[config.mk]
export PLATFORM = sky130hd
export DESIGN_NAME = debug_command_interpreter
export DESIGN_NICKNAME = d
export VERILOG_FILES = /design/src/inc/dbg_pkg.sv /design/src/inc/dbg_cnt_if.sv /design/src/logic/runtime_counter.sv /design/src/logic/debug_command_interpreter.sv
export VERILOG_INCLUDE_DIRS = /design/src /design/src/inc
export SDC_FILE = /design/constraint.sdc
export NUM_CORES = 1
export LEC_CHECK = 0
export CAP_MARGIN = 20
export CORE_ASPECT_RATIO = 0.9
export CORE_UTILIZATION = 55
export DETAILED_ROUTE_END_ITERATION = 12
export DONT_BUFFER_PORTS = 1
export HOLD_SLACK_MARGIN = 0.02
export PLACE_DENSITY = 0.71
export SYNTH_ARGS = -nofsm -noshare
export SYNTH_HDL_FRONTEND = slang
export SYNTH_SLANG_ARGS = --single-unit
[constraint.sdc]
create_clock -name mclk -period 1.84 [get_ports mclk]
set_input_delay 0.368 -clock mclk [delete_from_list [all_inputs] [get_ports mclk]]
set_output_delay 0.368 -clock mclk [all_outputs]
set_load 0.005 [all_outputs]
[src/inc/dbg_cfg.svh]
/*
  Constants of the debug command interpreter: command codes, revision,
  status layout and reset values. Included by the package, the counter, the interpreter and the bench.
*/
// Functional notes
// - Host sends a command byte, then its data; replies follow in listed order.
// - Revision read returns major revision byte first, then minor byte.
// - Status read returns the 8-bit debug status register as one byte.
// - Runtime counter advances once per clock between breakpoints.
// - Runtime counter is 16 bits, starts at zero, saturates at all ones.
// - Runtime counter read returns upper byte, then lower byte.
// - Memory, register, CRC, step, stuff and execute commands overwrite the counter.
// - Control write loads the next host byte into the debug control register.
// - With read protect on, the debug mode bit can be set but never cleared.
// - Control read returns the debug control register as one byte.
// - With read protect on, stuff and execute instruction commands are rejected.
`ifndef DBG_CFG_SVH
`define DBG_CFG_SVH

`define CMD_REV        8'h00
`define CMD_STAT       8'h02
`define CMD_RTC        8'h03
`define CMD_CTL_WR     8'h04
`define CMD_CTL_RD     8'h05
`define CMD_WR_REG     8'h08
`define CMD_RD_REG     8'h09
`define CMD_WR_MEM     8'h0c
`define CMD_RD_MEM     8'h0d
`define CMD_RD_CRC     8'h0e
`define CMD_STEP       8'h10
`define CMD_STUFF      8'h11
`define CMD_EXEC       8'h12
`define CMD_RSVD_FIRST 8'h13

// Revision values are arbitrary
`define REV_MAJOR      8'h01
`define REV_MINOR      8'h00

`define CTL_MODE_BIT   7
`define CTL_RESET      8'h00
`define CNT_RESET      16'h0000
`define CNT_MAX        16'hffff

`define STAT_MODE_BIT  7
`define STAT_HALT_BIT  6
`define STAT_PROT_BIT  5

`endif

[src/inc/dbg_pkg.sv]
/*
  Types of the debug command interpreter.
  Assumes dbg_cfg.svh is on the include path.
*/
`include "dbg_cfg.svh"
package dbg_pkg;
  typedef enum logic [1:0] {
    S_IDLE  = 2'b00,
    S_RESP1 = 2'b01,
    S_RESP2 = 2'b11,
    S_DATA  = 2'b10
  } cmd_state_t;
  typedef logic [7:0]  byte_t;
  typedef logic [15:0] count_t;
endpackage

[src/inc/dbg_cnt_if.sv]
/*
  Carrier between the interpreter and its runtime counter.
  Assumes both ends share one clock.
*/
`timescale 1ns/100ps
interface dbg_cnt_if;
  logic        count_en;
  logic        overwrite;
  logic [15:0] value;
  modport ctrl (output count_en, output overwrite, input value);
  modport cnt  (input count_en, input overwrite, output value);
endinterface

[src/logic/runtime_counter.sv]
/*
  Saturating 16-bit runtime counter, restarted at zero when a run begins.
  Assumes count_en is high while the core runs between breakpoints.
*/
`timescale 1ns/100ps
`include "dbg_cfg.svh"
module runtime_counter
  import dbg_pkg::*;
(
  input  wire logic mclk,      // System clock
  input  wire logic rst,       // Async reset, high
  dbg_cnt_if.cnt    cnt        // Counter controls and value
);
  count_t value_r;
  logic   run_d_r;

  always_ff @(posedge mclk or posedge rst) begin
    if (rst) begin
      run_d_r <= 1'b0;
    end else begin
      run_d_r <= cnt.count_en;
    end
  end

  always_ff @(posedge mclk or posedge rst) begin
    if (rst) begin
      value_r <= `CNT_RESET;
    end else if (cnt.overwrite) begin
      value_r <= `CNT_RESET;
    end else if (cnt.count_en && !run_d_r) begin
      value_r <= `CNT_RESET;
    end else if (cnt.count_en && value_r != `CNT_MAX) begin
      value_r <= value_r + 16'h0001;
    end
  end

  assign cnt.value = value_r;

  property p_cnt_inc;
    @(posedge mclk) disable iff (rst)
      cnt.count_en && run_d_r && !cnt.overwrite && value_r != `CNT_MAX
      |=> value_r == $past(value_r) + 16'h0001;
  endproperty
  a_cnt_inc: assert property (p_cnt_inc) else $error("runtime count missed a step");

  property p_cnt_sat;
    @(posedge mclk) disable iff (rst)
      value_r == `CNT_MAX && cnt.count_en && run_d_r && !cnt.overwrite
      |=> value_r == `CNT_MAX;
  endproperty
  a_cnt_sat: assert property (p_cnt_sat) else $error("runtime count wrapped");

  property p_cnt_hold;
    @(posedge mclk) disable iff (rst)
      !cnt.count_en && !cnt.overwrite |=> $stable(value_r);
  endproperty
  a_cnt_hold: assert property (p_cnt_hold) else $error("runtime count moved at a break");
endmodule

[src/logic/debug_command_interpreter.sv]
/*
  Debug command interpreter: decodes host command bytes from the serial
  debug link, answers revision, status, control and runtime counter reads,
  holds the debug control register and forwards other non-reserved commands not rejected by read protect.
  Assumes the link receiver and transmitter run on mclk and move whole
  bytes with valid/ready; option and core state inputs are on mclk too.
*/
`timescale 1ns/100ps
`include "dbg_cfg.svh"
module debug_command_interpreter
  import dbg_pkg::*;
(
  input  wire logic       mclk,                // System clock, 200 MHz
  input  wire logic       rst,                 // Async reset, high
  input  wire logic       rx_valid,            // Host byte present
  input  wire logic [7:0] rx_byte,             // Host byte
  output logic            rx_ready,            // Host byte taken
  output logic            tx_valid,            // Reply byte present
  output logic [7:0]      tx_byte,             // Reply byte
  input  wire logic       tx_ready,            // Reply byte taken
  input  wire logic       read_protect_option, // Read protect enabled
  input  wire logic       cpu_halted,          // Core stopped at a break
  output logic [7:0]      debug_control_reg,   // Debug control register
  output logic            debug_mode_bit,      // Debug mode bit of control
  output logic            fwd_valid,           // Forwarded command pulse
  output logic [7:0]      fwd_cmd              // Forwarded command code
);
  cmd_state_t state_r;
  cmd_state_t state_nxt;
  byte_t      cmd_r;
  byte_t      resp_lo_r;
  logic       two_r;
  logic       rx_ready_r;
  logic       tx_valid_r;
  byte_t      tx_byte_r;
  byte_t      ctl_r;
  logic       fwd_valid_r;
  byte_t      fwd_cmd_r;
  byte_t      status_w;
  logic       rx_fire;
  logic       tx_fire;
  logic       cmd_fire;
  logic       is_local;
  logic       is_reserved;
  logic       is_rejected;
  logic       is_overwrite;
  logic       is_two;

  dbg_cnt_if cnt_if ();

  runtime_counter u_cnt (
    .mclk (mclk),
    .rst  (rst),
    .cnt  (cnt_if)
  );

  assign rx_fire  = rx_valid && rx_ready_r;
  assign tx_fire  = tx_valid_r && tx_ready;
  assign cmd_fire = rx_fire && state_r == S_IDLE;

  // Command classes
  assign is_local = rx_byte == `CMD_REV || rx_byte == `CMD_STAT
                 || rx_byte == `CMD_RTC || rx_byte == `CMD_CTL_WR
                 || rx_byte == `CMD_CTL_RD;
  assign is_reserved = rx_byte >= `CMD_RSVD_FIRST;
  assign is_rejected = read_protect_option
                    && (rx_byte == `CMD_STUFF || rx_byte == `CMD_EXEC);
  assign is_overwrite = rx_byte == `CMD_WR_REG || rx_byte == `CMD_RD_REG
                     || rx_byte == `CMD_WR_MEM || rx_byte == `CMD_RD_MEM
                     || rx_byte == `CMD_RD_CRC || rx_byte == `CMD_STEP
                     || rx_byte == `CMD_STUFF || rx_byte == `CMD_EXEC;
  assign is_two = rx_byte == `CMD_REV || rx_byte == `CMD_RTC;

  always_comb begin
    status_w = 8'h00;
    status_w[`STAT_MODE_BIT] = ctl_r[`CTL_MODE_BIT];
    status_w[`STAT_HALT_BIT] = cpu_halted;
    status_w[`STAT_PROT_BIT] = read_protect_option;
  end

  // Counting runs while the core executes between breakpoints
  assign cnt_if.count_en  = !cpu_halted;
  assign cnt_if.overwrite = cmd_fire && is_overwrite && !is_rejected;

  // Transaction sequencing
  always_comb begin
    state_nxt = state_r;
    case (state_r)
      S_IDLE: begin
        if (rx_fire && is_local) begin
          if (rx_byte == `CMD_CTL_WR) begin
            state_nxt = S_DATA;
          end else begin
            state_nxt = S_RESP1;
          end
        end
      end
      S_DATA: begin
        if (rx_fire) begin
          state_nxt = S_IDLE;
        end
      end
      S_RESP1: begin
        if (tx_fire) begin
          state_nxt = two_r ? S_RESP2 : S_IDLE;
        end
      end
      S_RESP2: begin
        if (tx_fire) begin
          state_nxt = S_IDLE;
        end
      end
      default: begin
        state_nxt = S_IDLE;
      end
    endcase
  end

  always_ff @(posedge mclk or posedge rst) begin
    if (rst) begin
      state_r <= S_IDLE;
    end else begin
      state_r <= state_nxt;
    end
  end

  // Host bytes are taken only while no reply is pending
  always_ff @(posedge mclk or posedge rst) begin
    if (rst) begin
      rx_ready_r <= 1'b0;
    end else begin
      rx_ready_r <= state_nxt == S_IDLE || state_nxt == S_DATA;
    end
  end

  always_ff @(posedge mclk or posedge rst) begin
    if (rst) begin
      cmd_r <= 8'h00;
      two_r <= 1'b0;
    end else if (cmd_fire && is_local) begin
      cmd_r <= rx_byte;
      two_r <= is_two;
    end
  end

  // Reply bytes, first byte loaded with the command
  always_ff @(posedge mclk or posedge rst) begin
    if (rst) begin
      tx_valid_r <= 1'b0;
      tx_byte_r  <= 8'h00;
      resp_lo_r  <= 8'h00;
    end else if (cmd_fire && is_local && rx_byte != `CMD_CTL_WR) begin
      tx_valid_r <= 1'b1;
      case (rx_byte)
        `CMD_REV: begin
          tx_byte_r <= `REV_MAJOR;
          resp_lo_r <= `REV_MINOR;
        end
        `CMD_STAT: begin
          tx_byte_r <= status_w;
          resp_lo_r <= 8'h00;
        end
        `CMD_RTC: begin
          tx_byte_r <= cnt_if.value[15:8];
          resp_lo_r <= cnt_if.value[7:0];
        end
        default: begin
          tx_byte_r <= ctl_r;
          resp_lo_r <= 8'h00;
        end
      endcase
    end else if (tx_fire && state_r == S_RESP1 && two_r) begin
      tx_byte_r <= resp_lo_r;
    end else if (tx_fire) begin
      tx_valid_r <= 1'b0;
    end
  end

  // Debug control register
  always_ff @(posedge mclk or posedge rst) begin
    if (rst) begin
      ctl_r <= `CTL_RESET;
    end else if (rx_fire && state_r == S_DATA) begin
      ctl_r <= rx_byte;
      if (read_protect_option && ctl_r[`CTL_MODE_BIT]) begin
        ctl_r[`CTL_MODE_BIT] <= 1'b1;
      end
    end
  end

  // Commands served elsewhere in the debugger
  always_ff @(posedge mclk or posedge rst) begin
    if (rst) begin
      fwd_valid_r <= 1'b0;
      fwd_cmd_r   <= 8'h00;
    end else begin
      fwd_valid_r <= cmd_fire && !is_local && !is_reserved && !is_rejected;
      if (cmd_fire && !is_local && !is_reserved && !is_rejected) begin
        fwd_cmd_r <= rx_byte;
      end
    end
  end

  assign rx_ready          = rx_ready_r;
  assign tx_valid          = tx_valid_r;
  assign tx_byte           = tx_byte_r;
  assign debug_control_reg = ctl_r;
  assign debug_mode_bit    = ctl_r[`CTL_MODE_BIT];
  assign fwd_valid         = fwd_valid_r;
  assign fwd_cmd           = fwd_cmd_r;

  property p_no_reply_in_data;
    @(posedge mclk) disable iff (rst)
      state_r == S_DATA |-> !tx_valid_r && rx_ready_r;
  endproperty
  a_no_reply_in_data: assert property (p_no_reply_in_data) else $error("reply during data");

  property p_rev_hi;
    @(posedge mclk) disable iff (rst)
      cmd_fire && rx_byte == `CMD_REV |=> tx_valid_r && tx_byte_r == `REV_MAJOR;
  endproperty
  a_rev_hi: assert property (p_rev_hi) else $error("revision major wrong");

  property p_rev_lo;
    @(posedge mclk) disable iff (rst)
      state_r == S_RESP1 && cmd_r == `CMD_REV && tx_fire
      |=> state_r == S_RESP2 && tx_valid_r && tx_byte_r == `REV_MINOR;
  endproperty
  a_rev_lo: assert property (p_rev_lo) else $error("revision minor wrong");

  property p_stat;
    @(posedge mclk) disable iff (rst)
      cmd_fire && rx_byte == `CMD_STAT
      |=> tx_byte_r == $past(status_w) && !two_r;
  endproperty
  a_stat: assert property (p_stat) else $error("status reply wrong");

  property p_rtc;
    @(posedge mclk) disable iff (rst)
      cmd_fire && rx_byte == `CMD_RTC
      |=> tx_byte_r == $past(cnt_if.value[15:8]) && resp_lo_r == $past(cnt_if.value[7:0]);
  endproperty
  a_rtc: assert property (p_rtc) else $error("runtime reply wrong");

  property p_overwrite;
    @(posedge mclk) disable iff (rst)
      cmd_fire && is_overwrite && !is_rejected |=> cnt_if.value == `CNT_RESET;
  endproperty
  a_overwrite: assert property (p_overwrite) else $error("counter not overwritten");

  property p_ctl_wr;
    @(posedge mclk) disable iff (rst)
      rx_fire && state_r == S_DATA && !read_protect_option
      |=> ctl_r == $past(rx_byte) ##0 state_r == S_IDLE;
  endproperty
  a_ctl_wr: assert property (p_ctl_wr) else $error("control write lost");

  property p_mode_sticky;
    @(posedge mclk) disable iff (rst)
      read_protect_option && ctl_r[`CTL_MODE_BIT] |=> ctl_r[`CTL_MODE_BIT];
  endproperty
  a_mode_sticky: assert property (p_mode_sticky) else $error("debug mode cleared");

  property p_ctl_rd;
    @(posedge mclk) disable iff (rst)
      cmd_fire && rx_byte == `CMD_CTL_RD |=> tx_valid_r && tx_byte_r == $past(ctl_r);
  endproperty
  a_ctl_rd: assert property (p_ctl_rd) else $error("control read wrong");

  property p_reject;
    @(posedge mclk) disable iff (rst)
      cmd_fire && read_protect_option && (rx_byte == `CMD_STUFF || rx_byte == `CMD_EXEC)
      |-> !cnt_if.overwrite ##1 !fwd_valid_r;
  endproperty
  a_reject: assert property (p_reject) else $error("protected command accepted");

  property p_reserved;
    @(posedge mclk) disable iff (rst)
      cmd_fire && rx_byte >= `CMD_RSVD_FIRST
      |=> state_r == S_IDLE && $stable(ctl_r) && !fwd_valid_r && !tx_valid_r;
  endproperty
  a_reserved: assert property (p_reserved) else $error("reserved command acted");

  property p_reply_stands;
    @(posedge mclk) disable iff (rst)
      tx_valid_r && !tx_ready
      |=> tx_valid_r && $stable(tx_byte_r);
  endproperty
  a_reply_stands: assert property (p_reply_stands) else $error("reply dropped");

  property p_rx_blocked;
    @(posedge mclk) disable iff (rst)
      tx_valid_r
      |-> !rx_ready_r;
  endproperty
  a_rx_blocked: assert property (p_rx_blocked) else $error("byte taken in reply");

  property p_stat_single;
    @(posedge mclk) disable iff (rst)
      state_r == S_RESP1 && cmd_r == `CMD_STAT && tx_fire
      |=> !tx_valid_r && state_r == S_IDLE;
  endproperty
  a_stat_single: assert property (p_stat_single) else $error("status not single");

  property p_overwrite_fwd;
    @(posedge mclk) disable iff (rst)
      cmd_fire && is_overwrite && !is_rejected
      |=> fwd_valid_r && fwd_cmd_r == $past(rx_byte);
  endproperty
  a_overwrite_fwd: assert property (p_overwrite_fwd) else $error("not forwarded");
endmodule

==> impl_metrics.json <==
{
  "cp_slowest_cell": "or4_4",
  "arrival_ns": 2.02,
  "grt_usage_pct": 28.0,
  "worst_pin_slew_ns": 0.851,
  "io-pin-count": 42,
  "portBuffers": 0,
  "area_growth_pct": 15.5,
  "insertion_delay_ns": 0.32,
  "start_kind": "flop",
  "dp_slack_ns": -0.0632,
  "rows": 25,
  "slowest_delay_ns": 0.53,
  "dpl.hpwl_um": 5680,
  "drc": 0,
  "hold_class": "in2reg",
  "power_switching_mw": 0.740,
  "fin_util_pct": 68.1,
  "grt_max_degree": 56,
  "setup_violations": 0,
  "root_buffer": "clkbuf_8",
  "path_max_fanout": 11,
  "dieArea_mm2": 0.00611,
  "yosys.area.top_type": "dfrtp_1",
  "synth_seq_cells": 55,
  "worstPathCellList": "or4_4, nor4_4, buf_6, nand2_2, a221o_1",
  "syn_area_mm2": 0.00319,
  "required_ns": 2.05,
  "clock-sinks": 55,
  "setup_slack_ns": 0.0353,
  "grt-ovfl-total": 0,
  "drtAntennaViolNets": 0,
  "relSlewSlack_pct": 42.5,
  "post-route-min-period_ns": 1.80,
  "ys.flop_type": "dfrtp_1",
  "power.share.switching_pct": 29.7,
  "die_h_um": 74.3,
  "fin_cells": 426,
  "drt_iter0_markers": 192,
  "ys_top_cells_by_count": "dfrtp_1 (55), nand2_1 (37), clkbuf_1 (16), mux2i_1 (16), o21ai_0 (15)",
  "drv_slew": 0,
  "ir_worst_vdd_mv": 0.525,
  "place.gp.congestion": 0.883,
  "grt_pass1_wl_um": 12700,
  "grt_pass1_vias": 2616,
  "synth_area_leaders": "dfrtp_1 (43%), mux2i_1 (5.0%), nand2_1 (4.4%)",
  "syn_nets": 350,
  "grt_antenna_before_repair": 0,
  "p_leak_nw": 1.55,
  "start_util_pct": 59.0,
  "rsz0062_at_grt": "true",
  "p_clk_share_pct": 27.7,
  "comb_power_share_pct": 17.1,
  "die_width_um": 82.3,
  "nNetsFinal": 373,
  "maxCapViolCount": 0,
  "synth-edff-count": 0,
  "status": "finished clean",
  "ys_warn_count": 0,
  "ys_async_sr_fraction_pct": 100,
  "place_inst": 416,
  "yosys.cell_count.top_type": "dfrtp_1",
  "cts.clk_slew.worst_paths_ns": 0.10,
  "end_kind": "flop",
  "syn_inst": 335,
  "dr.pass1.iters": 4,
  "core_mm2": 0.00541,
  "critPathKind": "reg2reg",
  "internal_power_mw": 1.75,
  "cts_made_buffers": 5,
  "design_area_mm2": 0.00369,
  "largest_register_ffs": 16,
  "clock.fmax_mhz": 554,
  "antenna_cells": 0,
  "clockBufferDepth": 2,
  "cts_max_level": 2,
  "period_share_pct": 98.1,
  "cts_tree": "yes",
  "vias": 2774,
  "synth_top_area_share_pct": 43.1,
  "routed_via_density": 6.51,
  "wirelength_um": 7970,
  "power_density_mw_per_mm2": 676,
  "seqPwrFrac_pct": 55.2,
  "post_dp_cell_area_mm2": 0.00351,
  "drive_gt1_share_pct": 23.1,
  "finalClockSkew_ns": 0.00889,
  "ys_types": 60,
  "wl_per_cell_um": 18.7,
  "hold_viol": 0,
  "ys_seq_area_share_pct": 43.1,
  "synth.avg_cell_area_um2": 9.53
}
[power groups by stage]
stage          Combinational (mW)  Sequential [mW]  Clock (mW)
6_report                    0.426             1.38       0.691
3_5_place_dp                0.411             1.40           0
3_3_place_gp                0.402             1.40           0
4_1_cts                     0.415             1.37       0.706
5_1_grt                     0.475             1.39       0.752
2_1_floorplan               0.290             1.39           0
[cells in the final DEF, fill, tap and decap left out, drive strengths merged, types with 4 or more instances in the layout]
cell type / synthesis / routed
clkbuf: 16 / 5
mux2i: 16 / 16
o311a: 6 / 6
inv: 8 / 9
dfrtp: 55 / 55
buf: 7 / 38
o21ai: 15 / 15
a221oi: 4 / 4
nand4: 14 / 14
nor2: 11 / 11
or3: 4 / 4
nand3: 13 / 13
nand2: 38 / 38
nor4: 6 / 6
or4: 6 / 6
nor4b: 4 / 4
a21bo: 8 / 8
mux2: 5 / 5
o211ai: 8 / 8
and2: 5 / 5
a21oi: 12 / 12
nor3: 9 / 9
a31oi: 5 / 5
nand2b: 7 / 7
[per-layer routing]
metal / global-route usage [%] / routed length [um]
met4: 8.19 / 56
met5: 0 / 0
met3: 5.64 / 559
met1: 39.3 / 3700
met2: 43.8 / 3650
[worst max-delay path, delay by kind of cell, from the launching register on]
family                 cells  cell delay (ns)
and+or+nand+nor            3             0.83
DFF                        1             0.39
AOI/OAI and AO/OA          1             0.28
buffers and inverters      1             0.20
[final cells by class]
class | count | area, um^2
Clock buffer | 5 | 68.8
Clock inverter | 3 | 22.5
Fill cell | 442 | 1720
Inverter | 9 | 33.8
Multi-Input combinational cell | 248 | 1780
Sequential cell | 55 | 1380
Tap cell | 67 | 83.8
Timing Repair Buffer | 39 | 324
[worst paths after layout]
path	depth (start not counted)	to	slack, ns	start
worst max-delay path	5	two_r	0.04	state_r[1]
worst min-delay path	1	u_cnt.run_d_r	0.16	cpu_halted
worst max register to register	5	two_r	0.04	state_r[1]
max in group asynchronous	3	u_cnt.cnt.value[9]	1.04	rst
worst min register to register	1	resp_lo_r[2]	0.50	resp_lo_r[2]
min in group asynchronous	3	state_r[0]	0.54	rst
[per-stage QoR]
stage	setup TNS, ns	power [mW]	hold WS, ns
final	0	2.49	0.162
after global routing	-0.296	2.62	0.153
after global placement	-0.0965	1.80	0.330
after CTS	-0.217	2.50	0.159
after floorplan	-1.13	1.68	0.463
after detailed placement	-0.503	1.81	0.332
[logic make-up (layout without fill, tap and decap cells)]
| group | Yosys count | after routing | synth area share [%] |
|---|---|---|---|
| AO/OA/AOI/OAI | 86 | 86 | 20.1 |
| buffers and inverters | 32 | 56 | 4.12 |
| flip-flops | 55 | 55 | 43.1 |
| multiplexers | 21 | 21 | 6.78 |
| AND/OR/NAND/NOR | 138 | 138 | 24.9 |
| adder cells (fa/ha/maj) | 2 | 2 | 0.706 |
| XOR/XNOR | 1 | 1 | 0.274 |
[repair_timing]
action	4_1_cts	5_1_grt
setup buffers	0	1
gates resized for setup	0	14
setup endpoints to repair	8	29
hold buffers	1	0
hold endpoints to repair	55	0
pin swaps	0	1
(Power assumes the default switching activity.)
